`config.mk`:
```
export PLATFORM = sky130hd
export DESIGN_NAME = ccl_comparator_ctrl
export DESIGN_NICKNAME = d
export VERILOG_FILES = /design/src/ccl_pkg.sv /design/src/ccl_edge_if.sv /design/src/ccl_edge_detect.sv /design/src/ccl_comparator_ctrl.sv
export SDC_FILE = /design/constraint.sdc
export NUM_CORES = 1
export LEC_CHECK = 0
export BUFFER_PORTS_ARGS = -buffer_cell sky130_fd_sc_hd__buf_4
export CORE_MARGIN = 5
export CORE_UTILIZATION = 38
export DETAILED_ROUTE_END_ITERATION = 10
export HOLD_SLACK_MARGIN = 0.15
export PLACE_DENSITY_LB_ADDON = 0.2
export SYNTH_ARGS = -nofsm -noshare
export SYNTH_HDL_FRONTEND = slang
export SYNTH_SLANG_ARGS = --single-unit
export TNS_END_PERCENT = 50
```
`constraint.sdc`:
```
create_clock -name pclk -period 1.1 [get_ports pclk]
set_input_delay 0.22 -clock pclk [delete_from_list [all_inputs] [get_ports pclk]]
set_output_delay 0.22 -clock pclk [all_outputs]
set_load 0.02 [all_outputs]
```
`src/ccl_pkg.sv`:
```
package ccl_pkg;
   // Register map (8-bit control, system options and state registers, one aligned APB word each)
   localparam logic [7:0] CCL_OFS_CTRL = 8'h00;
   localparam logic [7:0] CCL_OFS_SYSOPT = 8'h04;
   localparam logic [7:0] CCL_OFS_STATE = 8'h08;
   // Control register fields
   localparam int CCL_BIT_ENABLE = 7;
   localparam int CCL_BIT_REFSEL = 6;
   localparam int CCL_BIT_FLAG = 5;
   localparam int CCL_BIT_IRQEN = 4;
   localparam int CCL_BIT_OUTLVL = 3;
   localparam int CCL_BIT_PINEN = 2;
   localparam int CCL_BIT_MODE_HI = 1;
   localparam int CCL_BIT_MODE_LO = 0;
   // System options fields
   localparam int CCL_BIT_ROUTE = 0;
   // Reset values
   localparam logic [7:0] CCL_CTRL_RST = 8'h00;
   localparam logic CCL_ROUTE_RST = 1'b0;
   // Edge mode codes
   localparam logic [1:0] CCL_MODE_FALL0 = 2'h0;
   localparam logic [1:0] CCL_MODE_RISE = 2'h1;
   localparam logic [1:0] CCL_MODE_FALL2 = 2'h2;
   localparam logic [1:0] CCL_MODE_BOTH = 2'h3;
   typedef enum logic [1:0] {
      CCL_PWR_RUN,
      CCL_PWR_WAIT,
      CCL_PWR_STOP_SHALLOW,
      CCL_PWR_STOP_DEEP
   } ccl_pwr_t;
endpackage : ccl_pkg

```
`src/ccl_edge_if.sv`:
```
`timescale 1ns/10ps
interface ccl_edge_if;
   logic active;
   logic [1:0] mode;
   logic raw_level;
   logic level;
   logic event_pulse;
   modport ctrl (output active, output mode, output raw_level, input level, input event_pulse);
   modport det (input active, input mode, input raw_level, output level, output event_pulse);
endinterface : ccl_edge_if

```
`src/ccl_edge_detect.sv`:
```
`timescale 1ns/10ps
module ccl_edge_detect
   import ccl_pkg::*;
(
   // Clock and reset
   input wire logic pclk,
   input wire logic presetn,
   // Link to control logic
   ccl_edge_if.det eif
);
   import ccl_pkg::*;

   typedef struct packed {
      logic sync1;
      logic sync2;
      logic last;
   } ccl_edge_state_t;

   ccl_edge_state_t st_reg;
   ccl_edge_state_t st_next;
   logic rise;
   logic fall;

   always_comb begin
      st_next = st_reg;
      st_next.sync1 = eif.raw_level;
      st_next.sync2 = st_reg.sync1;
      // Level is held at zero while the module is off
      st_next.last = eif.active ? st_reg.sync2 : 1'b0;
   end

   always_ff @(posedge pclk or negedge presetn) begin
      if (!presetn) begin
         st_reg <= '0;
      end else begin
         st_reg <= st_next;
      end
   end

   assign eif.level = st_reg.last;
   assign rise = eif.active && st_reg.sync2 && !st_reg.last;
   assign fall = eif.active && !st_reg.sync2 && st_reg.last;

   always_comb begin
      unique case (eif.mode)
         CCL_MODE_RISE: eif.event_pulse = rise;
         CCL_MODE_BOTH: eif.event_pulse = rise || fall;
         default: eif.event_pulse = fall;
      endcase
   end

   // A new high level at the chain end must be reported in rise mode
   a_edge_rise_evt: assert property (
      @(posedge pclk) disable iff (!presetn)
      $rose(st_reg.sync2) && eif.active && eif.mode == CCL_MODE_RISE |-> eif.event_pulse)
      else $error("rising edge not reported");
endmodule : ccl_edge_detect

```
`src/ccl_comparator_ctrl.sv`:
```
`timescale 1ns/10ps
// Function
// - Control bit 7 switches the whole comparator module on or off.
// - Bit 6 picks external positive pin (0) or bandgap reference (1).
// - Bit 5 flag sets on selected compare event and stays until cleared.
// - Writing one to the flag clears it; writing zero leaves it.
// - With bit 4 set, interrupt request follows the event flag.
// - Read-only bit 3 shows live output, zero while module disabled.
// - Bit 2 set drives comparator output onto the digital output pin.
// - Bits 1:0 pick falling (00,10), rising (01) or either edge (11).
// - Output high when non-inverting input exceeds inverting; edges use this level.
// - Module enabled before wait keeps comparing; its interrupt ends wait.
// - Shallow stop keeps comparing, pin output, flagging and wake-up.
// - Leaving shallow stop by reset returns the module to reset state.
// - Deep stop powers module down; control register returns to reset values, routing bit is kept.
// - Debug halt leaves comparing and flagging exactly as in run.
// - Routing bit sends output to timer channel 0, disconnecting its pin.
module ccl_comparator_ctrl
   import ccl_pkg::*;
(
   // APB clock and reset
   input wire logic pclk,
   input wire logic presetn,
   // APB slave
   input wire logic psel,
   input wire logic penable,
   input wire logic pwrite,
   input wire logic [7:0] paddr,
   input wire logic [31:0] pwdata,
   output logic [31:0] prdata,
   output logic pready,
   output logic pslverr,
   // Analog comparator interface
   input wire logic comparator_raw_out,
   output logic voltage_comparator_enable,
   output logic reference_input_select,
   // Output pin
   output logic comparator_output_pin,
   output logic comparator_output_pin_oe,
   // Timer capture channel 0 routing
   input wire logic timer_channel_zero_pin,
   output logic timer_capture_in,
   // System mode and interrupt
   input wire logic [1:0] power_mode,
   input wire logic debug_halt,
   output logic compare_irq,
   output logic wake_request
);
   import ccl_pkg::*;

   typedef struct packed {
      logic enable;
      logic refsel;
      logic flag;
      logic irqen;
      logic pinen;
      logic [1:0] mode;
      logic route;
      logic [31:0] rdata;
      logic ready;
      logic slverr;
      logic pin;
      logic pin_oe;
      logic tsync1;
      logic tsync2;
      logic cap;
      logic irq;
      logic wake;
      logic ana_en;
      logic ana_ref;
   } ccl_state_t;

   ccl_state_t st_reg;
   ccl_state_t st_next;
   ccl_edge_if eif ();
   logic active;
   logic deep_stop;
   logic setup;
   logic wr_acc;

   function automatic logic ccl_addr_hit(input logic [7:0] a, input logic [7:0] ofs);
      return a[7:2] == ofs[7:2];
   endfunction : ccl_addr_hit

   function automatic logic [7:0] ccl_ctrl_image(input ccl_state_t s, input logic lvl);
      logic [7:0] v;
      v = 8'h00;
      v[CCL_BIT_ENABLE] = s.enable;
      v[CCL_BIT_REFSEL] = s.refsel;
      v[CCL_BIT_FLAG] = s.flag;
      v[CCL_BIT_IRQEN] = s.irqen;
      v[CCL_BIT_OUTLVL] = lvl;
      v[CCL_BIT_PINEN] = s.pinen;
      v[CCL_BIT_MODE_HI:CCL_BIT_MODE_LO] = s.mode;
      return v;
   endfunction : ccl_ctrl_image

   // Run, wait, shallow stop and debug halt all keep comparing
   assign deep_stop = ccl_pwr_t'(power_mode) == CCL_PWR_STOP_DEEP;
   assign active = st_reg.enable && !deep_stop;

   assign eif.active = active;
   assign eif.mode = st_reg.mode;
   // Analog output is already high when non-inverting exceeds inverting
   assign eif.raw_level = comparator_raw_out;

   ccl_edge_detect u_edge (
      .pclk(pclk),
      .presetn(presetn),
      .eif(eif.det)
   );

   // Setup cycle answers with zero wait in the following access cycle
   assign setup = psel && !penable;
   assign wr_acc = psel && penable && pwrite && st_reg.ready;

   always_comb begin
      st_next = st_reg;
      st_next.ready = setup;
      st_next.slverr = 1'b0;
      if (setup) begin
         st_next.rdata = 32'h0000_0000;
         if (ccl_addr_hit(paddr, CCL_OFS_CTRL)) begin
            st_next.rdata[7:0] = ccl_ctrl_image(st_reg, eif.level);
         end else if (ccl_addr_hit(paddr, CCL_OFS_SYSOPT)) begin
            st_next.rdata[CCL_BIT_ROUTE] = st_reg.route;
         end else if (ccl_addr_hit(paddr, CCL_OFS_STATE)) begin
            st_next.rdata[1:0] = power_mode;
            st_next.rdata[2] = debug_halt;
         end else begin
            st_next.slverr = 1'b1;
         end
      end
      if (wr_acc && ccl_addr_hit(paddr, CCL_OFS_CTRL)) begin
         st_next.enable = pwdata[CCL_BIT_ENABLE];
         st_next.refsel = pwdata[CCL_BIT_REFSEL];
         st_next.irqen = pwdata[CCL_BIT_IRQEN];
         st_next.pinen = pwdata[CCL_BIT_PINEN];
         st_next.mode = pwdata[CCL_BIT_MODE_HI:CCL_BIT_MODE_LO];
         if (pwdata[CCL_BIT_FLAG]) begin
            st_next.flag = 1'b0;
         end
      end
      if (wr_acc && ccl_addr_hit(paddr, CCL_OFS_SYSOPT)) begin
         st_next.route = pwdata[CCL_BIT_ROUTE];
      end
      // A new event beats a simultaneous clear
      if (eif.event_pulse) begin
         st_next.flag = 1'b1;
      end
      // Deep stop loses the control register state; route is kept
      if (deep_stop) begin
         st_next.enable = 1'b0;
         st_next.refsel = 1'b0;
         st_next.flag = 1'b0;
         st_next.irqen = 1'b0;
         st_next.pinen = 1'b0;
         st_next.mode = CCL_CTRL_RST[1:0];
      end
      st_next.pin = active && st_reg.pinen && eif.level;
      st_next.pin_oe = active && st_reg.pinen;
      st_next.tsync1 = timer_channel_zero_pin;
      st_next.tsync2 = st_reg.tsync1;
      st_next.cap = st_reg.route ? eif.level : st_reg.tsync2;
      st_next.irq = st_reg.irqen && st_reg.flag;
      st_next.wake = st_reg.irqen && st_reg.flag && power_mode != 2'(CCL_PWR_RUN);
      st_next.ana_en = active;
      st_next.ana_ref = st_reg.refsel;
   end

   // Any reset, including one ending shallow stop, restores defaults
   always_ff @(posedge pclk or negedge presetn) begin
      if (!presetn) begin
         st_reg <= '0;
      end else begin
         st_reg <= st_next;
      end
   end

   assign prdata = st_reg.rdata;
   assign pready = st_reg.ready;
   assign pslverr = st_reg.slverr;
   assign comparator_output_pin = st_reg.pin;
   assign comparator_output_pin_oe = st_reg.pin_oe;
   assign timer_capture_in = st_reg.cap;
   assign compare_irq = st_reg.irq;
   assign wake_request = st_reg.wake;
   assign voltage_comparator_enable = st_reg.ana_en;
   assign reference_input_select = st_reg.ana_ref;

   a_flag_on_event: assert property (
      @(posedge pclk) disable iff (!presetn)
      eif.event_pulse && !deep_stop |=> st_reg.flag)
      else $error("event did not set flag");
   a_flag_w1c: assert property (
      @(posedge pclk) disable iff (!presetn)
      wr_acc && ccl_addr_hit(paddr, CCL_OFS_CTRL) && pwdata[CCL_BIT_FLAG]
      && !eif.event_pulse |=> !st_reg.flag)
      else $error("write one did not clear flag");
   a_flag_w0_hold: assert property (
      @(posedge pclk) disable iff (!presetn)
      wr_acc && !pwdata[CCL_BIT_FLAG] && st_reg.flag && !deep_stop |=> st_reg.flag)
      else $error("write zero changed flag");
   a_irq_follows: assert property (
      @(posedge pclk) disable iff (!presetn)
      st_reg.irqen && st_reg.flag |=> compare_irq)
      else $error("interrupt not raised");
   a_irq_gated: assert property (
      @(posedge pclk) disable iff (!presetn)
      !st_reg.irqen |=> !compare_irq)
      else $error("interrupt raised while disabled");
   a_level_off: assert property (
      @(posedge pclk) disable iff (!presetn)
      !active |=> !eif.level)
      else $error("output level not zero while disabled");
   a_pin_gate: assert property (
      @(posedge pclk) disable iff (!presetn)
      !st_reg.pinen |=> !comparator_output_pin_oe && !comparator_output_pin)
      else $error("pin driven while disabled");
   a_pin_follow: assert property (
      @(posedge pclk) disable iff (!presetn)
      active && st_reg.pinen |=> comparator_output_pin == $past(eif.level))
      else $error("pin does not follow output level");
   // Two sync stages plus the level stage: visible on the fourth sample
   a_sync_delay: assert property (
      @(posedge pclk) disable iff (!presetn)
      active && $stable(active) && comparator_raw_out ##1 active ##1 active
      |=> eif.level)
      else $error("synchroniser latency wrong");
   a_route_cap: assert property (
      @(posedge pclk) disable iff (!presetn)
      st_reg.route |=> timer_capture_in == $past(eif.level))
      else $error("capture not routed");
   a_deep_clear: assert property (
      @(posedge pclk) disable iff (!presetn)
      deep_stop |=> !st_reg.enable && !st_reg.flag)
      else $error("deep stop kept state");
   a_wake_run: assert property (
      @(posedge pclk) disable iff (!presetn)
      power_mode == 2'(CCL_PWR_RUN) |=> !wake_request)
      else $error("wake raised in run mode");
   a_ref_out: assert property (
      @(posedge pclk) disable iff (!presetn)
      st_reg.refsel |=> reference_input_select)
      else $error("reference select not presented");
   a_enable_out: assert property (
      @(posedge pclk) disable iff (!presetn)
      active |=> voltage_comparator_enable)
      else $error("comparator not enabled");

   c_flag_set: cover property (@(posedge pclk) disable iff (!presetn)
      !st_reg.flag ##1 st_reg.flag);
   c_irq_wake: cover property (@(posedge pclk) disable iff (!presetn) wake_request);
   c_both_edges: cover property (@(posedge pclk) disable iff (!presetn)
      st_reg.mode == CCL_MODE_BOTH && eif.event_pulse);
   c_route: cover property (@(posedge pclk) disable iff (!presetn) st_reg.route && eif.level);
   c_pin_drive: cover property (@(posedge pclk) disable iff (!presetn)
      comparator_output_pin_oe && comparator_output_pin);
endmodule : ccl_comparator_ctrl

```
# ---- Word level (Yosys, flattened, before mapping)
# Index checks and enable logic that the tools add are counted.
dict set report op_classes {
  mux 16
  bitwise 0
  shift 0
  order_cmp 0
  n_eq_ne 5
  n_mul 0
  n_div 0
  n_reduce_logical 26
  add_sub_neg 0
}
# operator n
set ops {}
lappend ops {{$logic_and A1 B1 Y1} 15}
lappend ops {{$mux W7} 2}
lappend ops {{$mux W1} 9}
lappend ops {{$eq A6 B1 Y1 const B} 1}
lappend ops {{$eq A6 B2 Y1 const B} 1}
lappend ops {{$logic_not A6 Y1} 1}
lappend ops {{$mux W3} 2}
lappend ops {{$reduce_bool A3 Y1} 2}
lappend ops {{$mux W5} 1}
lappend ops {{$eq A2 B2 Y1 const B} 2}
lappend ops {{$logic_not A1 Y1} 4}
lappend ops {{$reduce_bool A2 Y1} 2}
lappend ops {{$eq A2 B1 Y1 const B} 1}
lappend ops {{$mux W2} 1}
lappend ops {{$pmux W1 S2} 1}
lappend ops {{$reduce_and A2 Y1} 1}
lappend ops {{$logic_or A1 B1 Y1} 1}
dict set report totals {
  mem_bits_rw 0
  memories 0
  romBits 0
  latchBits 0
  out_inout_bits 41
  regBits 30
}

# ---- Logic depth before layout (Yosys ltp)
# Gate-level depths: netlist (run 1).
dict set report depth {
  word_depth 9
  depth_mapped 4
  mapped_depth_nobuf 4
}

# ---- Modules after synthesis
# A second synthesis (run 1) with hierarchy kept.
dict set report unflattened {
  hier_cells 139
  area_unflattened_um2 1452.6
}
# module instances cells_each area_per_inst_um2 seq_area_each_um2
set modules_own_cells {}
lappend modules_own_cells {ccl_comparator_ctrl 1 130 1342.5 675.6}
lappend modules_own_cells {ccl_edge_detect 1 9 110.1 75.1}

# ---- Worst setup path after synthesis (run 1)
# No wires, ideal clock.
dict set report synth_path {
  kind {input port to flip-flop}
  startpoint {in paddr[5]}
  endpoint {reg st_reg[48] in the netlist's numbering}
  n_path_buf 1
  t_arrival_ns 1.615
  setup_time_ns 0.122
  path_stages 4
  slack_ns -0.637
  path_cell_list {or4_4 > buf_6 > or4_1 > a32o_1}
}
dict set report synth_between {
  elab_chain_len 4
}
# element line_no
set synth_rtl {}
lappend synth_rtl {{start: declaration} ccl_comparator_ctrl.sv:28} ;# input wire logic [7:0] paddr,
lappend synth_rtl {{$logic_not A6 Y1} ccl_comparator_ctrl.sv:82} ;# return a[7:2] == ofs[7:2];
lappend synth_rtl {{$logic_and A1 B1 Y1} ccl_comparator_ctrl.sv:134} ;# if (wr_acc && ccl_addr_hit(paddr, CCL_OFS_CTRL)) begin
lappend synth_rtl {{$reduce_bool A3 Y1 (no source line)} n/a}
lappend synth_rtl {{$reduce_and A2 Y1 (no source line)} n/a}
lappend synth_rtl {{end signal: assignment} ccl_comparator_ctrl.sv:176} ;# st_reg <= st_next;
lappend synth_rtl {{end: declaration} ccl_comparator_ctrl.sv:73} ;# ccl_state_t st_reg;
# Every way passes these cells.
# A chain may end at the register's enable or synchronous reset.

# ---- Worst setup path in the final report (run 1)
# Same ends and word-level chain as after synthesis.

==> impl_metrics.json, run 1 <==
{
  "largest_reg_flops": 8,
  "place_inst": 222,
  "synth_warnings": 0,
  "synth_area_mm2": 0.00144,
  "dieArea_mm2": 0.00513,
  "holdPathEnd": "wake_request$_DFF_PN0_",
  "fin_skew_ns": 0.00527,
  "slew_violations": 0,
  "nNetsFinal": 236,
  "cap_violations": 0,
  "hold_path_class": "input port to register",
  "cts_buffers": 5,
  "crit_path_end_kind": "register",
  "drtIter0Drc": 71,
  "gp_congestion": 0.792,
  "violations": "setup timing",
  "fmax_ghz": 0.676,
  "drt_wl_total_mm": 2.92,
  "hold_viol_final": 0,
  "holdPathStages": 2,
  "worst_slack_ns": -0.380,
  "clockRootBuffer": "clkbuf_8",
  "grt_first_pass_wirelength_mm": 4.60,
  "viasPerCell": 4.28,
  "yosysSeqAreaShare": 0.521,
  "cp_slowest_cell": "or4_4",
  "leakage_nw": 0.997,
  "worstReg2RegEnd": "st_reg[43]$_DFFE_PN0P_",
  "path_class": "input port to register",
  "cts_max_path_buffers": 2,
  "grt_setup_unrepaired": "true",
  "drt_first_pass_iters": 4,
  "grt_pass1_vias": 978,
  "synth_ff_type": "dfrtp_1",
  "insertion_delay_ns": 0.28,
  "row_count": 22,
  "avgSynthCellArea_um2": 10.4,
  "numPortBuffers": 39,
  "worstReg2RegStart": "pready$_DFF_PN0_",
  "fp.dieW_um": 71.6,
  "route.detailed.drc": 0,
  "area_growth_pct": 32.6,
  "required_ns": 1.27,
  "cp_max_fo": 5,
  "track_usage": 0.118,
  "cts_max_level": 2,
  "async_flop_share": 1.00,
  "antenna_found_initial": 0,
  "synthCells": 138,
  "clkTransAtPathRegs_ns": 0.06,
  "cts.sinks": 30,
  "reg2regPathDepth": 4,
  "p_total_mw": 2.50,
  "status": "finished, violations left",
  "dp_hpwl_mm": 2.20,
  "cp.arrival_ns": 1.65,
  "grt.overflow.total": 0,
  "cpPeakStageDelay_ns": 0.57,
  "routedWlPerCell_um": 12.5,
  "antenna_cells": 0,
  "die_y_um": 71.6,
  "initial_core_util": 0.394,
  "ant_nets": 0,
  "power_density_mw_per_mm2": 1310,
  "pre_cts_slack_ns": -0.652,
  "period_minus_slack_ns": 1.48,
  "min_from": "power_mode[0]",
  "grt_max_degree": 31,
  "finalNonFillerCells": 234,
  "finalSetupViolCount": 16,
  "placed_area_mm2": 0.00169,
  "fin_tns_setup_ns": -3.28,
  "io_pins": 91,
  "rrSetupSlack_ns": -0.23,
  "fin_area_mm2": 0.00191,
  "fin_crit_sh": 1.35,
  "design.core.area_mm2": 0.00366,
  "worstPathCellList": "buf_6 -> or4_4 -> or4_1 -> a32o_1",
  "critPathLaunchType": "input port",
  "ir_worst_vdd_mv": 0.622,
  "synth-edff-count": 0,
  "num_vias": 1002,
  "cts_tree": "yes",
  "ys_seq_elements": 30,
  "yosysUniqueCellTypes": 28,
  "drive_gt1_frac": 0.376
}
-- layout make-up --
class | instances | area [um^2]
Multi-Input combinational cell | 91 | 549
Clock inverter | 1 | 30.0
Inverter | 4 | 15.0
Tap cell | 48 | 60.1
Clock buffer | 6 | 82.6
Sequential cell | 30 | 751
Timing Repair Buffer | 54 | 424
Fill cell | 339 | 1750
-- logic make-up after synthesis --
family	share of synthesized area
AO/OA/AOI/OAI	0.0634
other	0.00260
AND/OR/NAND/NOR	0.149
multiplexers	0.0712
buffers and inverters	0.193
flip-flops	0.521
-- worst max-delay path, delay by kind of cell --
family | cells | cell delay, ns
AOI/OAI and AO/OA | 1 | 0.24
buffers and inverters | 1 | 0.09
and+or+nand+nor | 2 | 1.10
-- per-layer routing --
| layer | vias up | routed length [um] | track usage | share of wire |
|---|---|---|---|---|
| met5 | - | 0 | 0 | 0 |
| met4 | 0 | 57 | 0.0564 | 0.020 |
| met3 | 5 | 240 | 0.0463 | 0.082 |
| met2 | 35 | 1530 | 0.183 | 0.52 |
| met1 | 471 | 1090 | 0.144 | 0.37 |
| li1 | 491 | - | - | - |
-- power breakdown --
group | switching [mW] | internal, mW | leakage (nW)
combinational | 0.166 | 0.104 | 0.534
clock | 0.385 | 0.723 | 0.0573
sequential | 0.00580 | 1.12 | 0.405
total | 0.557 | 1.95 | 0.997
-- Yosys cell counts, types with 2 or more instances --
cell | number | share of area
buf_4 | 32 | 0.17
dfrtp_1 | 30 | 0.52
nand2_1 | 26 | 0.068
mux2i_1 | 8 | 0.056
o21ai_0 | 5 | 0.017
inv_1 | 4 | 0.010
a21oi_1 | 3 | 0.010
nand2b_1 | 3 | 0.013
a32o_1 | 2 | 0.014
and2_1 | 2 | 0.0087
and3_1 | 2 | 0.0087
clkbuf_1 | 2 | 0.0052
mux2_2 | 2 | 0.016
o41ai_1 | 2 | 0.012
or2_2 | 2 | 0.0087
-- what timing repair did --
action,CTS,global route
endpoints found under the setup margin,16,16
hold endpoints to repair,32,0
pin swaps,3,2
cloned,0,0
hold buffers,3,0
setup buffers,0,2
gates resized for setup,12,5
-- through the flow --
step / util / hold slack [ns]
CTS: 0.512 / 0.161
detailed placement: 0.462 / 0.171
global route: 0.522 / 0.158
finish: 0.522 / 0.165
floorplan: - / -0.0756
global placement: 0.462 / 0.166
-- cells in the final DEF, fill, tap and decap left out, types with 2 or more instances in the layout --
cell,n
dfrtp_1,30
and2_1,2
a21oi_1,3
o41ai_2,2
clkbuf_8,6
nand2_1,26
conb_1,24
mux2i_1,8
dlygate4sd3_1,3
nand2b_1,3
a32o_1,2
o21ai_1,3
buf_4,48
inv_1,4
and3_1,2
o21ai_2,2
buf_6,3
-- worst max path at each step --
| stage | endpoint | slack, ns | from | cells after the start |
|---|---|---|---|---|
| floorplan | st_reg[48]$_DFFE_PN0P_ | -0.60 | paddr[5] | 4 |
| global placement | st_reg[48]$_DFFE_PN0P_ | -0.63 | paddr[5] | 4 |
| detailed placement | st_reg[48]$_DFFE_PN0P_ | -0.65 | paddr[5] | 4 |
| CTS | st_reg[48]$_DFFE_PN0P_ | -0.35 | paddr[5] | 4 |
| global route | st_reg[48]$_DFFE_PN0P_ | -0.39 | paddr[5] | 4 |
| finish | st_reg[48]$_DFFE_PN0P_ | -0.38 | paddr[5] | 4 |
Power figures use the tool's default switching activity.
==> run 2, diff against run 1 <==
--- a/config.mk
+++ b/config.mk
@@ -8,9 +8,12 @@
 export BUFFER_PORTS_ARGS = -buffer_cell sky130_fd_sc_hd__buf_4
 export CORE_MARGIN = 5
 export CORE_UTILIZATION = 38
+export CTS_CLUSTER_SIZE = 30
 export DETAILED_ROUTE_END_ITERATION = 10
 export HOLD_SLACK_MARGIN = 0.15
 export PLACE_DENSITY_LB_ADDON = 0.2
+export REMOVE_ABC_BUFFERS = 1
+export SETUP_SLACK_MARGIN = 0.1
 export SYNTH_ARGS = -nofsm -noshare
 export SYNTH_HDL_FRONTEND = slang
 export SYNTH_SLANG_ARGS = --single-unit
==> run 2 against run 1 <==
Clock power is 21% lower. Worst setup slack better by 0.063 ns. Critical endpoint unchanged. The run still ends with setup timing left. Global-route usage is 0.79 points lower. Via count is 1.1% higher. Combinational power is 2% higher. First-iteration DRC count is 41% lower.
==> impl_metrics.json, run 2 (synthesis gave the netlist of run 1 again) <==
{
  "cts.sinks": 30,
  "antenna_found_initial": 0,
  "hold_path_class": "input port to register",
  "p_int_mw": 1.73,
  "track_usage": 0.110,
  "ant_nets": 0,
  "worst_path_dominant_cell_family": "simple AND/OR/NAND/NOR gates",
  "cts_max_path_buffers": 2,
  "pwr-share-seq": 0.495,
  "cp_max_fo": 5,
  "worstPathCellList": "buf_6 -> or4_4 -> or4_4 -> a32o_1",
  "path_class": "input port to register",
  "mostFrequentLayoutCells": "32 x buf_4, 30 x dfrtp_1, 26 x nand2_1",
  "initial_core_util": 0.394,
  "dieArea_mm2": 0.00513,
  "cap_violations": 0,
  "required_ns": 1.26,
  "fillers": 346,
  "drive_gt1_frac": 0.396,
  "crit_buf_inv": 1,
  "rrSetupSlack_ns": -0.25,
  "drtIter0Drc": 42,
  "dp_hpwl_mm": 2.18,
  "clockRootBuffer": "clkbuf_8",
  "power.net_switching_mw": 0.545,
  "clkTransAtPathRegs_ns": 0.06,
  "grt_setup_unrepaired": "true",
  "design.core.area_mm2": 0.00366,
  "grt_pass1_vias": 984,
  "largest_reg_flops": 8,
  "status": "finished, violations left",
  "grt_first_pass_wirelength_mm": 4.37,
  "num_vias": 1013,
  "route.detailed.drc": 0,
  "area_growth_pct": 35.1,
  "gp_congestion": 0.748,
  "slew_violations": 0,
  "fmax_ghz": 0.706,
  "combPwrFrac": 0.121,
  "fp.dieW_um": 71.6,
  "drt_first_pass_iters": 2,
  "ir_worst_vdd_mv": 0.695,
  "antenna_cells": 0,
  "fin_crit_sh": 1.29,
  "insertion_delay_ns": 0.27,
  "pre_cts_slack_ns": -0.698,
  "final_common_cell": "buf_4",
  "hold_viol_final": 0,
  "row_count": 22,
  "critPathLaunch": "paddr[6]",
  "leakage_nw": 0.985,
  "clkPwrFrac": 0.384,
  "cp_slowest_cell": "or4_4",
  "min_from": "power_mode[0]",
  "finalSetupViolCount": 17,
  "viasPerCell": 4.31,
  "numPortBuffers": 39,
  "fin_skew_ns": 0.00196,
  "worstReg2RegStart": "pready$_DFF_PN0_",
  "nNetsFinal": 236,
  "violations": "setup timing",
  "p_sw_frac": 0.240,
  "cts_tree": "yes",
  "drt_wl_total_mm": 2.84,
  "power_density_mw_per_mm2": 1170,
  "die_y_um": 71.6,
  "cpMostUsedCell": "or4_4",
  "cts_buffers": 5,
  "grt.overflow.total": 0,
  "io_pins": 91,
  "critPathLaunchType": "input port",
  "fin_area_mm2": 0.00195,
  "crit_path_end_kind": "register",
  "cpPeakStageDelay_ns": 0.56,
  "routedWlPerCell_um": 12.1,
  "period_minus_slack_ns": 1.42,
  "placed_area_mm2": 0.00170,
  "worst_slack_ns": -0.317,
  "grt_max_degree": 31,
  "cp.arrival_ns": 1.58,
  "cts_max_level": 2
}
[run 2: worst paths after layout]
| check | endpoint | cells after the start |
|---|---|---|
| max | st_reg[48]$_DFFE_PN0P_ | 4 |
| min | wake_request$_DFF_PN0_ | 2 |
| max reg2reg | st_reg[48]$_DFFE_PN0P_ | 3 |
| min reg2reg | u_edge.st_reg[1]$_DFF_PN0_ | 0 |
| max in group asynchronous | prdata[0]$_DFFE_PN0P_ | 2 |
| min in group asynchronous | st_reg[47]$_DFFE_PN0P_ | 2 |
[run 2: repair_timing]
item	CTS	global route
setup endpoints to repair	33	34
setup buffers	1	0
hold endpoints to repair	32	0
pin swaps	4	0
gates resized for setup	26	8
hold buffers	3	0
[run 2: routing by layer]
layer  GRT usage  part of all wire
met5           0                 0
met4      0.0501             0.013
met3      0.0379             0.079
met2       0.186              0.53
met1       0.126              0.38
[run 2: power by group through the flow]
stage / Combinational [mW] / Sequential [mW] / Clock, mW
after global placement: 0.251 / 1.14 / 0
final: 0.275 / 1.13 / 0.875
after global routing: 0.301 / 1.13 / 0.950
after CTS: 0.274 / 1.13 / 0.895
after detailed placement: 0.254 / 1.15 / 0
after floorplan: 0.110 / 1.15 / 0
[run 2: layout make-up]
class | count | area (um^2) | area share
Sequential cell | 30 | 751 | 0.386
Timing Repair Buffer | 54 | 484 | 0.249
Tap cell | 48 | 60.1 | 0.0308
Clock inverter | 1 | 5.00 | 0.00257
Inverter | 4 | 15.0 | 0.00771
Multi-Input combinational cell | 91 | 546 | 0.280
Clock buffer | 7 | 86.3 | 0.0443
[run 2: metrics by stage]
step | hold slack, ns | TNS, ns | power (mW) | std cells | util
after floorplan | -0.0756 | -5.72 | 1.26 | 125 | -
after detailed placement | 0.164 | -9.05 | 1.40 | 223 | 0.464
after CTS | 0.171 | -3.41 | 2.30 | 235 | 0.524
after global placement | 0.164 | -8.75 | 1.40 | 223 | 0.464
final | 0.173 | -3.40 | 2.28 | 235 | 0.532
after global routing | 0.163 | -4.06 | 2.38 | 235 | 0.532
